**src/ihbp_pkg.sv**
```systemverilog
// Shared constants and types of the indirect host bus port.
// Assumes one system clock; host pins are asynchronous to it.
package ihbp_pkg;
   localparam int DATA_W = 16;
   localparam int BYTE_W = 8;
   localparam int INDEX_W = 8;
   localparam int SYNC_W = 22;
   // Function field of the pin configuration
   localparam logic [1:0] PIN_FN_TEAR = 2'h0;
   localparam logic [1:0] PIN_FN_IRQ = 2'h1;
   // Reset values
   localparam logic [DATA_W-1:0] DATA_RESET = 16'h0000;
   localparam logic [INDEX_W-1:0] INDEX_RESET = 8'h00;
   localparam logic [BYTE_W-1:0] BYTE_ZERO = 8'h00;
   // Idle levels of the synchronised inputs: select and strobes high, rest low
   localparam logic [SYNC_W-1:0] SYNC_IDLE = 22'h38_0000;
   typedef enum logic [1:0] {
      IHBP_IDLE  = 2'b00,
      IHBP_WRITE = 2'b01,
      IHBP_READ  = 2'b10
   } ihbp_state_type;
endpackage

```
**src/ihbp_sync.sv**
```systemverilog
// Three-stage input synchroniser with agreement filter.
// Assumes inputs are asynchronous to clk and a synchronous reset copy.
`timescale 1ns/1ps
module ihbp_sync #(
   parameter int              W    = 1,
   parameter logic [W-1:0]    INIT = '0
) (
   // Clock and reset
   input  wire logic          clk,
   input  wire logic          rstN,
   // Levels
   input  wire logic [W-1:0]  d,
   output logic      [W-1:0]  q
);
   logic [W-1:0] s1;
   logic [W-1:0] s2;
   logic [W-1:0] s3;

   always_ff @(posedge clk or negedge rstN) begin
      if (!rstN) begin
         s1 <= INIT;
         s2 <= INIT;
         s3 <= INIT;
      end else begin
         s1 <= d;
         s2 <= s1;
         s3 <= s2;
      end
   end

   // A change counts only once stages two and three agree
   genvar i;
   generate
      for (i = 0; i < W; i++) begin : g_bit
         always_ff @(posedge clk or negedge rstN) begin
            if (!rstN) begin
               q[i] <= INIT[i];
            end else if (s2[i] == s3[i]) begin
               q[i] <= s3[i];
            end
         end
      end
   endgenerate
endmodule

```
**src/ihbp_port.sv**
```systemverilog
// Indirect asynchronous host port: strobe bus or latch-enable bus,
// 8 or 16 bits, plus the tear/interrupt output pin.
// Assumes register decode and storage sit behind the internal side.
`timescale 1ns/1ps
module ihbp_port (
   // Clock and reset
   input  wire logic                            mclk,
   input  wire logic                            rst_n,
   // Configuration
   input  wire logic                            busWidthStrap,
   input  wire logic                            latchBusSelect,
   input  wire logic                            powerSaveEnable,
   input  wire logic [1:0]                      pinFunctionConfig,
   // Host control pins
   input  wire logic                            hostSelectN,
   input  wire logic                            hostWriteStrobeN,
   input  wire logic                            hostReadStrobeN,
   input  wire logic                            indexOrDataSelect,
   input  wire logic                            hostLatchEnable,
   // Host data pins
   input  wire logic [ihbp_pkg::BYTE_W-1:0]     hostDataLowerIn,
   input  wire logic [ihbp_pkg::BYTE_W-1:0]     hostDataUpperIn,
   output logic      [ihbp_pkg::BYTE_W-1:0]     hostDataLowerOut,
   output logic      [ihbp_pkg::BYTE_W-1:0]     hostDataUpperOut,
   output logic                                 hostDataOeN,
   // Internal register side
   output logic                                 indexWrite,
   output logic                                 dataWrite,
   output logic      [ihbp_pkg::DATA_W-1:0]     writeData,
   output logic      [ihbp_pkg::INDEX_W-1:0]    regIndex,
   output logic                                 readStrobe,
   input  wire logic                            indexIsMemory,
   input  wire logic [ihbp_pkg::DATA_W-1:0]     readData,
   // Pin status sources
   input  wire logic                            verticalBlankPeriod,
   input  wire logic                            horizontalBlankPeriod,
   input  wire logic                            irqRequest,
   output logic                                 tearOrIrqOut
);
   import ihbp_pkg::*;

   logic                rstMeta;
   logic                rstSyncN;
   logic [SYNC_W-1:0]   rawIn;
   logic [SYNC_W-1:0]   syncIn;
   logic [BYTE_W-1:0]   upperGated;
   logic [DATA_W-1:0]   dataS;
   logic                csS;
   logic                weS;
   logic                reS;
   logic                aleS;
   logic                dcS;
   logic                wide16;
   logic                aleLast;
   logic                dcLatched;
   logic                kindIsData;
   logic [DATA_W-1:0]   dataHold;
   logic [DATA_W-1:0]   readHold;
   ihbp_state_type      state;

   // Reset release through two flops
   always_ff @(posedge mclk or negedge rst_n) begin
      if (!rst_n) begin
         rstMeta  <= 1'b0;
         rstSyncN <= 1'b0;
      end else begin
         rstMeta  <= 1'b1;
         rstSyncN <= rstMeta;
      end
   end

   // Gating ahead of the synchroniser
   always_comb begin
      upperGated = busWidthStrap ? hostDataUpperIn : BYTE_ZERO;
      rawIn = {hostSelectN, hostWriteStrobeN, hostReadStrobeN,
               hostLatchEnable, indexOrDataSelect, busWidthStrap,
               upperGated, hostDataLowerIn};
   end

   ihbp_sync #(
      .W    (SYNC_W),
      .INIT (SYNC_IDLE)
   ) u_sync (
      .clk  (mclk),
      .rstN (rstSyncN),
      .d    (rawIn),
      .q    (syncIn)
   );

   always_comb begin
      csS    = syncIn[21];
      weS    = syncIn[20];
      reS    = syncIn[19];
      aleS   = syncIn[18];
      dcS    = syncIn[17];
      wide16 = syncIn[16];
      // Data ignored while chip select is high
      dataS  = csS ? DATA_RESET : syncIn[15:0];
   end

   // Latch-enable bus: select level caught on latch rise
   always_ff @(posedge mclk or negedge rstSyncN) begin
      if (!rstSyncN) begin
         aleLast   <= 1'b0;
         dcLatched <= 1'b0;
      end else begin
         aleLast <= aleS;
         if (aleS && !aleLast) begin
            dcLatched <= dcS;
         end
      end
   end

   // Strobe bus reads the select level directly
   always_comb begin
      kindIsData = latchBusSelect ? dcLatched : dcS;
   end

   // Transfer sequencer
   always_ff @(posedge mclk or negedge rstSyncN) begin
      if (!rstSyncN) begin
         state <= IHBP_IDLE;
      end else begin
         unique case (state)
            IHBP_IDLE: begin
               if (!csS && !weS) begin
                  state <= IHBP_WRITE;
               end else if (!csS && !reS) begin
                  state <= IHBP_READ;
               end
            end
            IHBP_WRITE: begin
               if (csS || weS) begin
                  state <= IHBP_IDLE;
               end
            end
            IHBP_READ: begin
               if (csS || reS) begin
                  state <= IHBP_IDLE;
               end
            end
            default: begin
               state <= IHBP_IDLE;
            end
         endcase
      end
   end

   // Write path: data held during strobe, taken at its end
   always_ff @(posedge mclk or negedge rstSyncN) begin
      if (!rstSyncN) begin
         dataHold   <= DATA_RESET;
         writeData  <= DATA_RESET;
         regIndex   <= INDEX_RESET;
         indexWrite <= 1'b0;
         dataWrite  <= 1'b0;
      end else begin
         indexWrite <= 1'b0;
         dataWrite  <= 1'b0;
         if (state == IHBP_WRITE && !csS && !weS) begin
            dataHold <= wide16 ? dataS : {BYTE_ZERO, dataS[7:0]};
         end
         if (state == IHBP_WRITE && (csS || weS)) begin
            writeData <= dataHold;
            if (kindIsData) begin
               dataWrite <= 1'b1;
            end else begin
               indexWrite <= 1'b1;
               regIndex   <= dataHold[INDEX_W-1:0];
            end
         end
      end
   end

   // Read path: register data only; memory reads return zero
   always_ff @(posedge mclk or negedge rstSyncN) begin
      if (!rstSyncN) begin
         readHold   <= DATA_RESET;
         readStrobe <= 1'b0;
      end else begin
         readStrobe <= 1'b0;
         if (state == IHBP_IDLE && !csS && weS && !reS) begin
            readStrobe <= !indexIsMemory;
         end
         if (state == IHBP_READ) begin
            readHold <= indexIsMemory ? DATA_RESET : readData;
         end
      end
   end

   always_ff @(posedge mclk or negedge rstSyncN) begin
      if (!rstSyncN) begin
         hostDataLowerOut <= BYTE_ZERO;
         hostDataUpperOut <= BYTE_ZERO;
      end else begin
         hostDataLowerOut <= readHold[7:0];
         hostDataUpperOut <= wide16 ? readHold[15:8] : BYTE_ZERO;
      end
   end

   // Drive only while raw select and read are low and a read is live
   always_comb begin
      hostDataOeN = !(rstSyncN && state == IHBP_READ && !hostSelectN
                      && !hostReadStrobeN);
   end

   // Tear or interrupt pin
   always_ff @(posedge mclk or negedge rstSyncN) begin
      if (!rstSyncN) begin
         tearOrIrqOut <= 1'b0;
      end else if (powerSaveEnable) begin
         tearOrIrqOut <= 1'b0;
      end else if (pinFunctionConfig == PIN_FN_TEAR) begin
         tearOrIrqOut <= verticalBlankPeriod || horizontalBlankPeriod;
      end else if (pinFunctionConfig == PIN_FN_IRQ) begin
         tearOrIrqOut <= irqRequest;
      end else begin
         tearOrIrqOut <= 1'b0;
      end
   end
endmodule

```
**config.mk**
```make
export PLATFORM = sky130hd
export DESIGN_NAME = ihbp_port
export DESIGN_NICKNAME = d
export VERILOG_FILES = /design/src/ihbp_pkg.sv /design/src/ihbp_sync.sv /design/src/ihbp_port.sv
export SDC_FILE = /design/constraint.sdc
export NUM_CORES = 1
export LEC_CHECK = 0
export BUFFER_PORTS_ARGS = -buffer_cell sky130_fd_sc_hd__buf_2
export CORE_ASPECT_RATIO = 0.5
export CORE_UTILIZATION = 30
export CTS_CLUSTER_SIZE = 25
export DETAILED_ROUTE_END_ITERATION = 8
export GPL_ROUTABILITY_DRIVEN = 1
export PLACE_DENSITY = 0.45
export REMOVE_ABC_BUFFERS = 1
export SYNTH_ARGS = -nofsm -noshare
export SYNTH_HDL_FRONTEND = slang
export SYNTH_HIERARCHICAL = 1
export SYNTH_SLANG_ARGS = --single-unit
export TNS_END_PERCENT = 1
```
**constraint.sdc**
```tcl
create_clock -name mclk -period 9.7 [get_ports mclk]
set_input_delay 1.455 -clock mclk [delete_from_list [all_inputs] [get_ports mclk]]
set_output_delay 1.455 -clock mclk [all_outputs]
set_load 0.02 [all_outputs]
```
Yosys cells after proc, flatten, opt, wreduce, memory -nomap -nowiden
Index checks and enable logic that the tools add are counted.
- eq/ne operators: 28
- muxes and demuxes: 19
- bitwise logic cells: 1
- reductions and logical operators: 27
- operator list (cell ; number):
    16-bit 2-to-1 mux ; 3
    1-bit == test ; 22
    8-bit 2-to-1 mux ; 2
    1-bit logical AND ; 12
    1-bit 2-to-1 mux ; 9
    1-bit logical NOT ; 8
    2-bit 2-to-1 mux ; 4
    2-bit case mux with 3 select lines ; 1
    2-bit by 1-bit == test with 1-bit output, second input constant ; 2
    2-bit logical NOT ; 2
    2-bit != test, second input constant ; 2
    1-bit logical OR ; 3
    3-bit != test, second input constant ; 1
    3-bit AND reduction ; 1
    2-bit == test, second input constant ; 1
    2-bit AND reduction ; 1
    1-bit NOT ; 1
- flip-flop bits (word level): 170
- input bits: 48
- output and inout bits: 45
- word-level logic and storage cells: 115

Logic depth before layout (Yosys ltp)
Gate-level depths: netlist of the first run.
- depth after elaboration: 5
- depth in mapped cells: 5
- depth with buffers taken out: 3

Hierarchy
Netlist of the first run, hierarchy kept.
- by module, submodules not included (module ; instances ; cells an instance ; area each (um^2) ; sequential area each (um^2)):
    ihbp_port ; 1 ; 232 ; 3094.2 ; 2052.0
    ihbp_sync ; 1 ; 110 ; 2464.9 ; 2217.1

Worst setup path before layout of the first run
OpenSTA, ideal clock, no wires.
- path kind: register -> output
- start point: register rstSyncN
- end point: output hostDataOeN
- data arrival time: 4.772 ns
- required time: 8.245 ns
- slack: 3.473 ns
- stages on the path, launching flop included: 2
- buffers on the path: 0
- cells stage by stage: dfrtp_1 -> nand2_1
- longest elaborated chain between the ends: 4
- ends and longest elaborated chain (what ; RTL line ; text):
    start, declared ; ihbp_port.sv:43 ; logic rstSyncN;
    start signal, assigned ; ihbp_port.sv:68 ; rstSyncN <= rstMeta;
    1-bit logical AND (2 in series) ; ihbp_port.sv:203 ; hostDataOeN = !(rstSyncN && state == IHBP_READ && !hostSelectN
    1-bit logical AND ; ihbp_port.sv:204 ; && !hostReadStrobeN);
    1-bit logical NOT ; ihbp_port.sv:203 ;
    end, declared ; ihbp_port.sv:25 ; output logic hostDataOeN,
Every way passes these cells.

Worst setup path in the final report of the first run
- start point: input hostReadStrobeN
- end point: output hostDataOeN
- longest elaborated chain between the ends: 3
- ends and longest elaborated chain (what ; RTL line ; text):
    start, declared ; ihbp_port.sv:17 ; input wire logic hostReadStrobeN,
    1-bit logical NOT ; ihbp_port.sv:204 ;
    1-bit logical AND ; ihbp_port.sv:204 ;
    1-bit logical NOT ; ihbp_port.sv:203 ;
Every way passes these cells.

==> qor.txt, run 1 <==
Status: finished clean
# nets final: 494
DR DRC count: 0
CTS tree: built
Fillers: 1663
Setup Fix Bufs, Post-CTS: 0
Power per cell area: 269 mW/mm^2
Final Skew: 0.00779 ns
Die Y: 98.3 um
Area grow syn2layout: 24.0%
Global route overflow: 0
Die area: 0.0191 mm^2
I/O pins: 93
Layout cell share with drive strength beyond 1: 43.1%
Synth Area in Adders: 4.46%
Highest clock rate: 290 MHz
Antenna violations before repair: 0
Critical path class: in2out
WP data required: 8.25 ns
Synth Area in Compound Gates: 2.32%
Commonest non-fill, non-tap cells in the layout: 157 x dfrtp_1, 92 x buf_2, 33 x nand2_1
Core Box Area: 0.0177 mm^2
Clk sinks: 170
Fin crit period: 3.45 ns
Fin crit share: 35.6%
Final ANT Viol Nets: 0
Inserted Diodes: 0
CP Launch Type: primary input
Slew @ Worst Pin: 0.987 ns
Rel. slew slack: 34.2%
Final-report hold violation count: 0
WL final: 9280 um
CTS buffer count: 17
Worst-path cell chain: buf_2 -> nor3_1 -> nand2_1 -> buf_2
Root Driver: clkbuf_16
RSZ-0062 raised after global routing: false
Starting Density: 31.3%
Die Wd: 195 um
Critical path capture point type: primary output
CP Buf/Inv Count: 2
Largest family of logic cells by synthesized area: simple AND/OR/NAND/NOR gates
Critical Path Source: hostReadStrobeN
Pre-antenna DRT Iters: 4
Leak Pwr: 3.29 nW
XOR/XNOR share of the synthesized area: 0%
CP top delay family: buffers and inverters
Initial DRC Count: 114
Final setup viols: 0
Yosys warnings: 6
Row cnt: 34
H-tree Lvls: 4
Port bufs: 92
Slowest stage delay, CP: 0.18 ns
Max-Cap Viols: 0
Hold_buf cts: 0
CTS clk-pin slew, worst paths: 0.07 ns
#FFs+latches synth: 170
Hold Crit Class: reg2async
Worst Reg2Reg Path Length in Cells: 2
Post_cts resized: 0
Max clock buf depth: 2
Register area share after synthesis: 76.8%
Simple-gate portion of the synthesized area: 7.77%
Mapped Area: 0.00556 mm^2
Pins Over Slew Limit: 0
Global Route Usage Sum: 10.9%
DR vias/cell: 4.03
HPWL after detailed placement: 5920 um
First-pass GRT wire length: 15800 um
Placed instance area: 0.00627 mm^2
Routability cong.: 0.709
Via count: 2793
Multi-input logic area: 0.00121 mm^2
R2r startpoint: state[1]
Setup TNS: 0 ns
Crit-path max FO: 2
Register area: 0.00427 mm^2
Worst path slowest cell: buf_2
Post-Synthesis Cells: 342
Reg2reg end: dataHold[3]
Skew-Pair Late Insertion Delay: 0.42 ns
Largest net degree at the start of global routing: 81
Pre-CTS setup slack: 6.26 ns
CP dominant cell by count: buf_2
Yosys cell types: 25
Power after layout: 0.00185 W
Reg2Reg Setup Slack: 7.68 ns
Peak VDD IR: 0.117 mV
Synthesized area per cell: 16.3 um^2
Post-synthesis mux area share: 7.22%
Crit path arrival time: 2.00 ns
Hold Slack: 0.302 ns
Final setup margin: 6.25 ns
Commonest non-fill, non-tap cell in the layout: dfrtp_1
Final Cell Area: 0.00690 mm^2
Wirelength per Cell: 13.4 um
Vias in the first global route: 2918
-- synthesized netlist by cell type --
| cell type | count | area, um^2 |
|---|---|---|
| nor4_1 | 1 | 6.26 |
| mux2_4 | 5 | 75.1 |
| o21ai_0 | 24 | 120 |
| mux2_2 | 29 | 327 |
| conb_1 | 1 | 3.75 |
| or4b_1 | 1 | 10.0 |
| nand2_1 | 33 | 124 |
| nor4b_4 | 1 | 23.8 |
| maj3_2 | 22 | 248 |
| or4b_2 | 1 | 10.0 |
| buf_8 | 1 | 15.0 |
| clkbuf_1 | 4 | 15.0 |
| buf_6 | 3 | 33.8 |
| and2_1 | 16 | 100 |
| nand2b_1 | 18 | 113 |
| nor2b_1 | 2 | 12.5 |
| dfstp_2 | 12 | 315 |
| nor3_1 | 4 | 20.0 |
| dfrtp_1 | 158 | 3950 |
| nor2_1 | 1 | 3.75 |
| buf_1 | 1 | 3.75 |
| or3b_1 | 1 | 8.76 |
| buf_2 | 1 | 5.00 |
| a2111oi_0 | 1 | 8.76 |
| inv_1 | 1 | 3.75 |
-- metrics by stage --
stage	utilization [%]	std cells
2_1_floorplan	-	332
3_3_place_gp	35.3	661
3_5_place_dp	35.3	661
4_1_cts	38.9	693
5_1_grt	38.9	693
6_report	38.9	693
-- registers in the layout (all words and copies together), names as in the netlist, 8 cells and up --
name and count:
u_sync/q 22, u_sync/s1 22, u_sync/s2 22, u_sync/s3 22
dataHold 16, readHold 16, writeData 16, hostDataLowerOut 8
hostDataUpperOut 8, regIndex 8
-- layout make-up --
cell class              count  area share (%)
clock buffers              20            6.77
flip-flops and latches    170            62.0
multi-input cells         161            17.6
repair buffers             95            7.00
well taps                 234            4.25
clock inverters            12            2.36
inverters                   1          0.0544
-- power breakdown --
part           leakage (nW)  internal (W)  total (W)  switching [W]
Combinational         0.863      0.000115   0.000254       0.000139
Clock                 0.303      0.000429   0.000711       0.000282
Sequential             2.12      0.000826   0.000890      0.0000634
-- routing by layer --
metal  routed length [um]  GRT usage (%)
met5                    0              0
met4                  120           4.95
met3                  320           3.25
met2                 4030           15.4
met1                 4810           15.2
-- worst max path at each step --
stage,end,slack (ns),depth (start not counted)
2_1_floorplan,hostDataOeN,3.47,1
3_5_place_dp,hostDataOeN,6.26,4
3_3_place_gp,hostDataOeN,6.24,4
5_1_grt,hostDataOeN,6.20,4
4_1_cts,hostDataOeN,6.25,4
6_report,hostDataOeN,6.25,4
-- cells by family (layout without fill, tap and decap cells) --
kind of cell,after synthesis,after routing
DFF,170,170
and+or+nand+nor,79,79
muxes,34,34
AOI/OAI and AO/OA,25,25
adders and majority gates,22,22
buffers and inverters,11,128
other,1,1
Note: power is estimated with default switching activity, not from simulation.
==> inputs of run 2 (changes only) <==
==> constraint.sdc (replaced) <==
create_clock -name mclk -period 3.6 [get_ports mclk]
set_input_delay 0.54 -clock mclk [delete_from_list [all_inputs] [get_ports mclk]]
set_output_delay 0.54 -clock mclk [all_outputs]
set_load 0.02 [all_outputs]
==> run 2 against run 1 <==
Net effect: global-route usage hardly changed; via count is 0.50% lower; hold slack worse by 0.088 ns; count of clock-buffer cells in the layout is 3 lower; final cell count stayed put; sequential power grew to 2.7 times the previous value; combinational power grew to 2.7 times the previous value; sequential cell count stayed put; largest cell class unchanged; highest routed layer unchanged.
==> qor.txt, run 2 (synthesis results as in run 1) <==
Logic pwr share: 14.2% (was 13.7%)
Final-report hold violation count: 0 (unchanged)
Vias in the first global route: 2927 (was 2918)
H-tree Lvls: 4 (unchanged)
Fin crit period: 2.17 ns
CTS clk-pin slew, worst paths: 0.07 ns (about the same)
Setup TNS: 0 ns (unchanged)
Fillers: 1712 (was 1663)
Pins Over Slew Limit: 0 (unchanged)
Row cnt: 34 (unchanged)
Crit path arrival time: 1.63 ns (was 2.00 ns)
Reg power frac: 48.8% (was 48.0%)
Die area: 0.0191 mm^2 (unchanged)
Pint: 0.00357 W (was 0.00137 W)
Final ANT Viol Nets: 0 (unchanged)
CP Launch Type: register (was primary input)
Hold Crit Start: hostWriteStrobeN
Final Cell Area: 0.00687 mm^2 (was 0.00690 mm^2)
Placed instance area: 0.00627 mm^2 (about the same)
HPWL after detailed placement: 5620 um (was 5920 um)
Critical path class: reg2out (was in2out)
Port bufs: 92 (unchanged)
Multi-input logic area: 0.00121 mm^2 (unchanged)
Root Driver: clkbuf_16 (unchanged)
Hold Crit Class: in2reg (was reg2async)
Hold Slack: 0.214 ns (was 0.302 ns)
Clk sinks: 170 (unchanged)
Global route overflow: 0 (unchanged)
Max clock buf depth: 2 (unchanged)
Highest clock rate: 460 MHz
CTS tree: built (unchanged)
Skew-Pair Late Insertion Delay: 0.42 ns (about the same)
Worst path slowest cell: dfrtp_1 (was buf_2)
Slowest stage delay, CP: 0.43 ns (was 0.18 ns)
Clock network power share: 37.1% (was 38.3%)
R2r startpoint: state[1] (unchanged)
Crit-path max FO: 33 (was 2)
Starting Density: 31.3% (unchanged)
Sw Pwr: 0.00132 W (was 0.000484 W)
# nets final: 494 (unchanged)
Reg2Reg Setup Slack: 1.58 ns (was 7.68 ns)
Via count: 2779 (was 2793)
Wirelength per Cell: 13.4 um (about the same)
Hold Path Sink: u_sync/s1[20]
Worst Reg2Reg Path Length in Cells: 2 (unchanged)
Commonest non-fill, non-tap cell in the layout: dfrtp_1 (unchanged)
DR vias/cell: 4.01 (was 4.03)
Worst-path cell chain: nand2b_1 -> buf_4 -> nor3_1 -> nand2_1 -> buf_2 (was buf_2 -> nor3_1 -> nand2_1 -> buf_2)
Antenna violations before repair: 0 (unchanged)
Die Y: 98.3 um (unchanged)
Layout cell share with drive strength beyond 1: 42.9% (was 43.1%)
Die Wd: 195 um (unchanged)
Critical path capture point type: primary output (unchanged)
DR DRC count: 0 (unchanged)
Routability cong.: 0.668 (was 0.709)
Core Box Area: 0.0177 mm^2 (unchanged)
Hold_buf cts: 1 (was 0)
Status: finished clean (unchanged)
Largest net degree at the start of global routing: 169 (was 81)
Power per cell area: 713 mW/mm^2 (was 269 mW/mm^2)
Rel. slew slack: 34.7% (was 34.2%)
I/O pins: 93 (unchanged)
Fin crit share: 60.3%
Slew @ Worst Pin: 0.980 ns (was 0.987 ns)
Pre-antenna DRT Iters: 3 (was 4)
Commonest non-fill, non-tap cells in the layout: 157 x dfrtp_1, 92 x buf_2, 33 x nand2_1 (unchanged)
Initial DRC Count: 116 (was 114)
RSZ-0062 raised after global routing: false (unchanged)
Area grow syn2layout: 23.5% (was 24.0%)
Final setup viols: 0 (unchanged)
First-pass GRT wire length: 15700 um (was 15800 um)
Register area: 0.00427 mm^2 (unchanged)
Global Route Usage Sum: 10.8% (was 10.9%)
Setup Fix Bufs, Post-CTS: 0 (unchanged)
Worst Hold Depth: 1
Switch share: 27.0% (was 26.1%)
Peak VDD IR: 0.295 mV (was 0.117 mV)
Post_cts resized: 0 (unchanged)
WL final: 9260 um (was 9280 um)
Inserted Diodes: 0 (unchanged)
WP data required: 3.06 ns (was 8.25 ns)
Reg2reg end: dataHold[3] (unchanged)
Max-Cap Viols: 0 (unchanged)
Leak Pwr: 3.28 nW (was 3.29 nW)
Final Skew: 0.00841 ns (was 0.00779 ns)
CTS buffer count: 17 (unchanged)
[run 2: cell count changes in the layout (fill, tap and decap cells not counted)]
cell | previous run | this run
buf_12 | 0 | 1
buf_4 | 3 | 1
bufinv_16 | 3 | 2
clkbuf_8 | 3 | 0
clkinv_2 | 1 | 4
clkinv_4 | 4 | 1
clkinvlp_4 | 2 | 0
dlygate4sd3_1 | 0 | 1
inv_6 | 2 | 8
[run 2: critical path: cells and delay by family (launching register included)]
family                 cells  cell delay [ns]
buffers and inverters      2             0.40
DFF                        1             0.43
and+or+nand+nor            3             0.39
[run 2: layout make-up]
class | instances | area share, %
timing repair buffer | 95 | 7.25
inverter | 1 | 0.0547
clock buffer | 17 | 6.20
multi-input combinational | 161 | 17.7
clock inverter | 15 | 2.31
tap | 234 | 4.26
sequential | 170 | 62.2
[run 2: how the worst max path moves through the flow]
stage	start	endpoint	depth (start not counted)
floorplan	rstSyncN	hostDataOeN	1
global route	state[0]	hostDataOeN	5
finish	state[0]	hostDataOeN	5
global placement	latchBusSelect	regIndex[2]	4
detailed placement	latchBusSelect	regIndex[3]	4
CTS	state[0]	hostDataOeN	5
[run 2: power by group through the flow]
stage	Combinational, W	Clock (W)	Sequential [W]
6_report	0.000695	0.00181	0.00239
3_3_place_gp	0.000697	0	0.00243
2_1_floorplan	0.000265	0	0.00259
3_5_place_dp	0.000709	0	0.00243
4_1_cts	0.000712	0.00189	0.00240
5_1_grt	0.000763	0.00197	0.00244
[run 2: metal layers]
layer / vias up / GRT usage, % / part of all wire (%)
met3: 8 / 3.73 / 4.6
met2: 48 / 14.8 / 43
met4: 0 / 4.76 / 1.3
li1: 1351 / - / -
met1: 1372 / 15.3 / 51
met5: - / 0 / 0
[run 2: stage by stage]
| stage | instances | setup slack (ns) | util, % | total power, W |
|---|---|---|---|---|
| final | 693 | 1.43 | 38.7 | 0.00490 |
| after global routing | 693 | 1.24 | 38.7 | 0.00517 |
| after CTS | 693 | 1.39 | 38.7 | 0.00500 |
| after detailed placement | 660 | 1.46 | 35.4 | 0.00314 |
| after global placement | 660 | 1.49 | 35.4 | 0.00313 |
| after floorplan | 332 | -1.71 | - | 0.00286 |
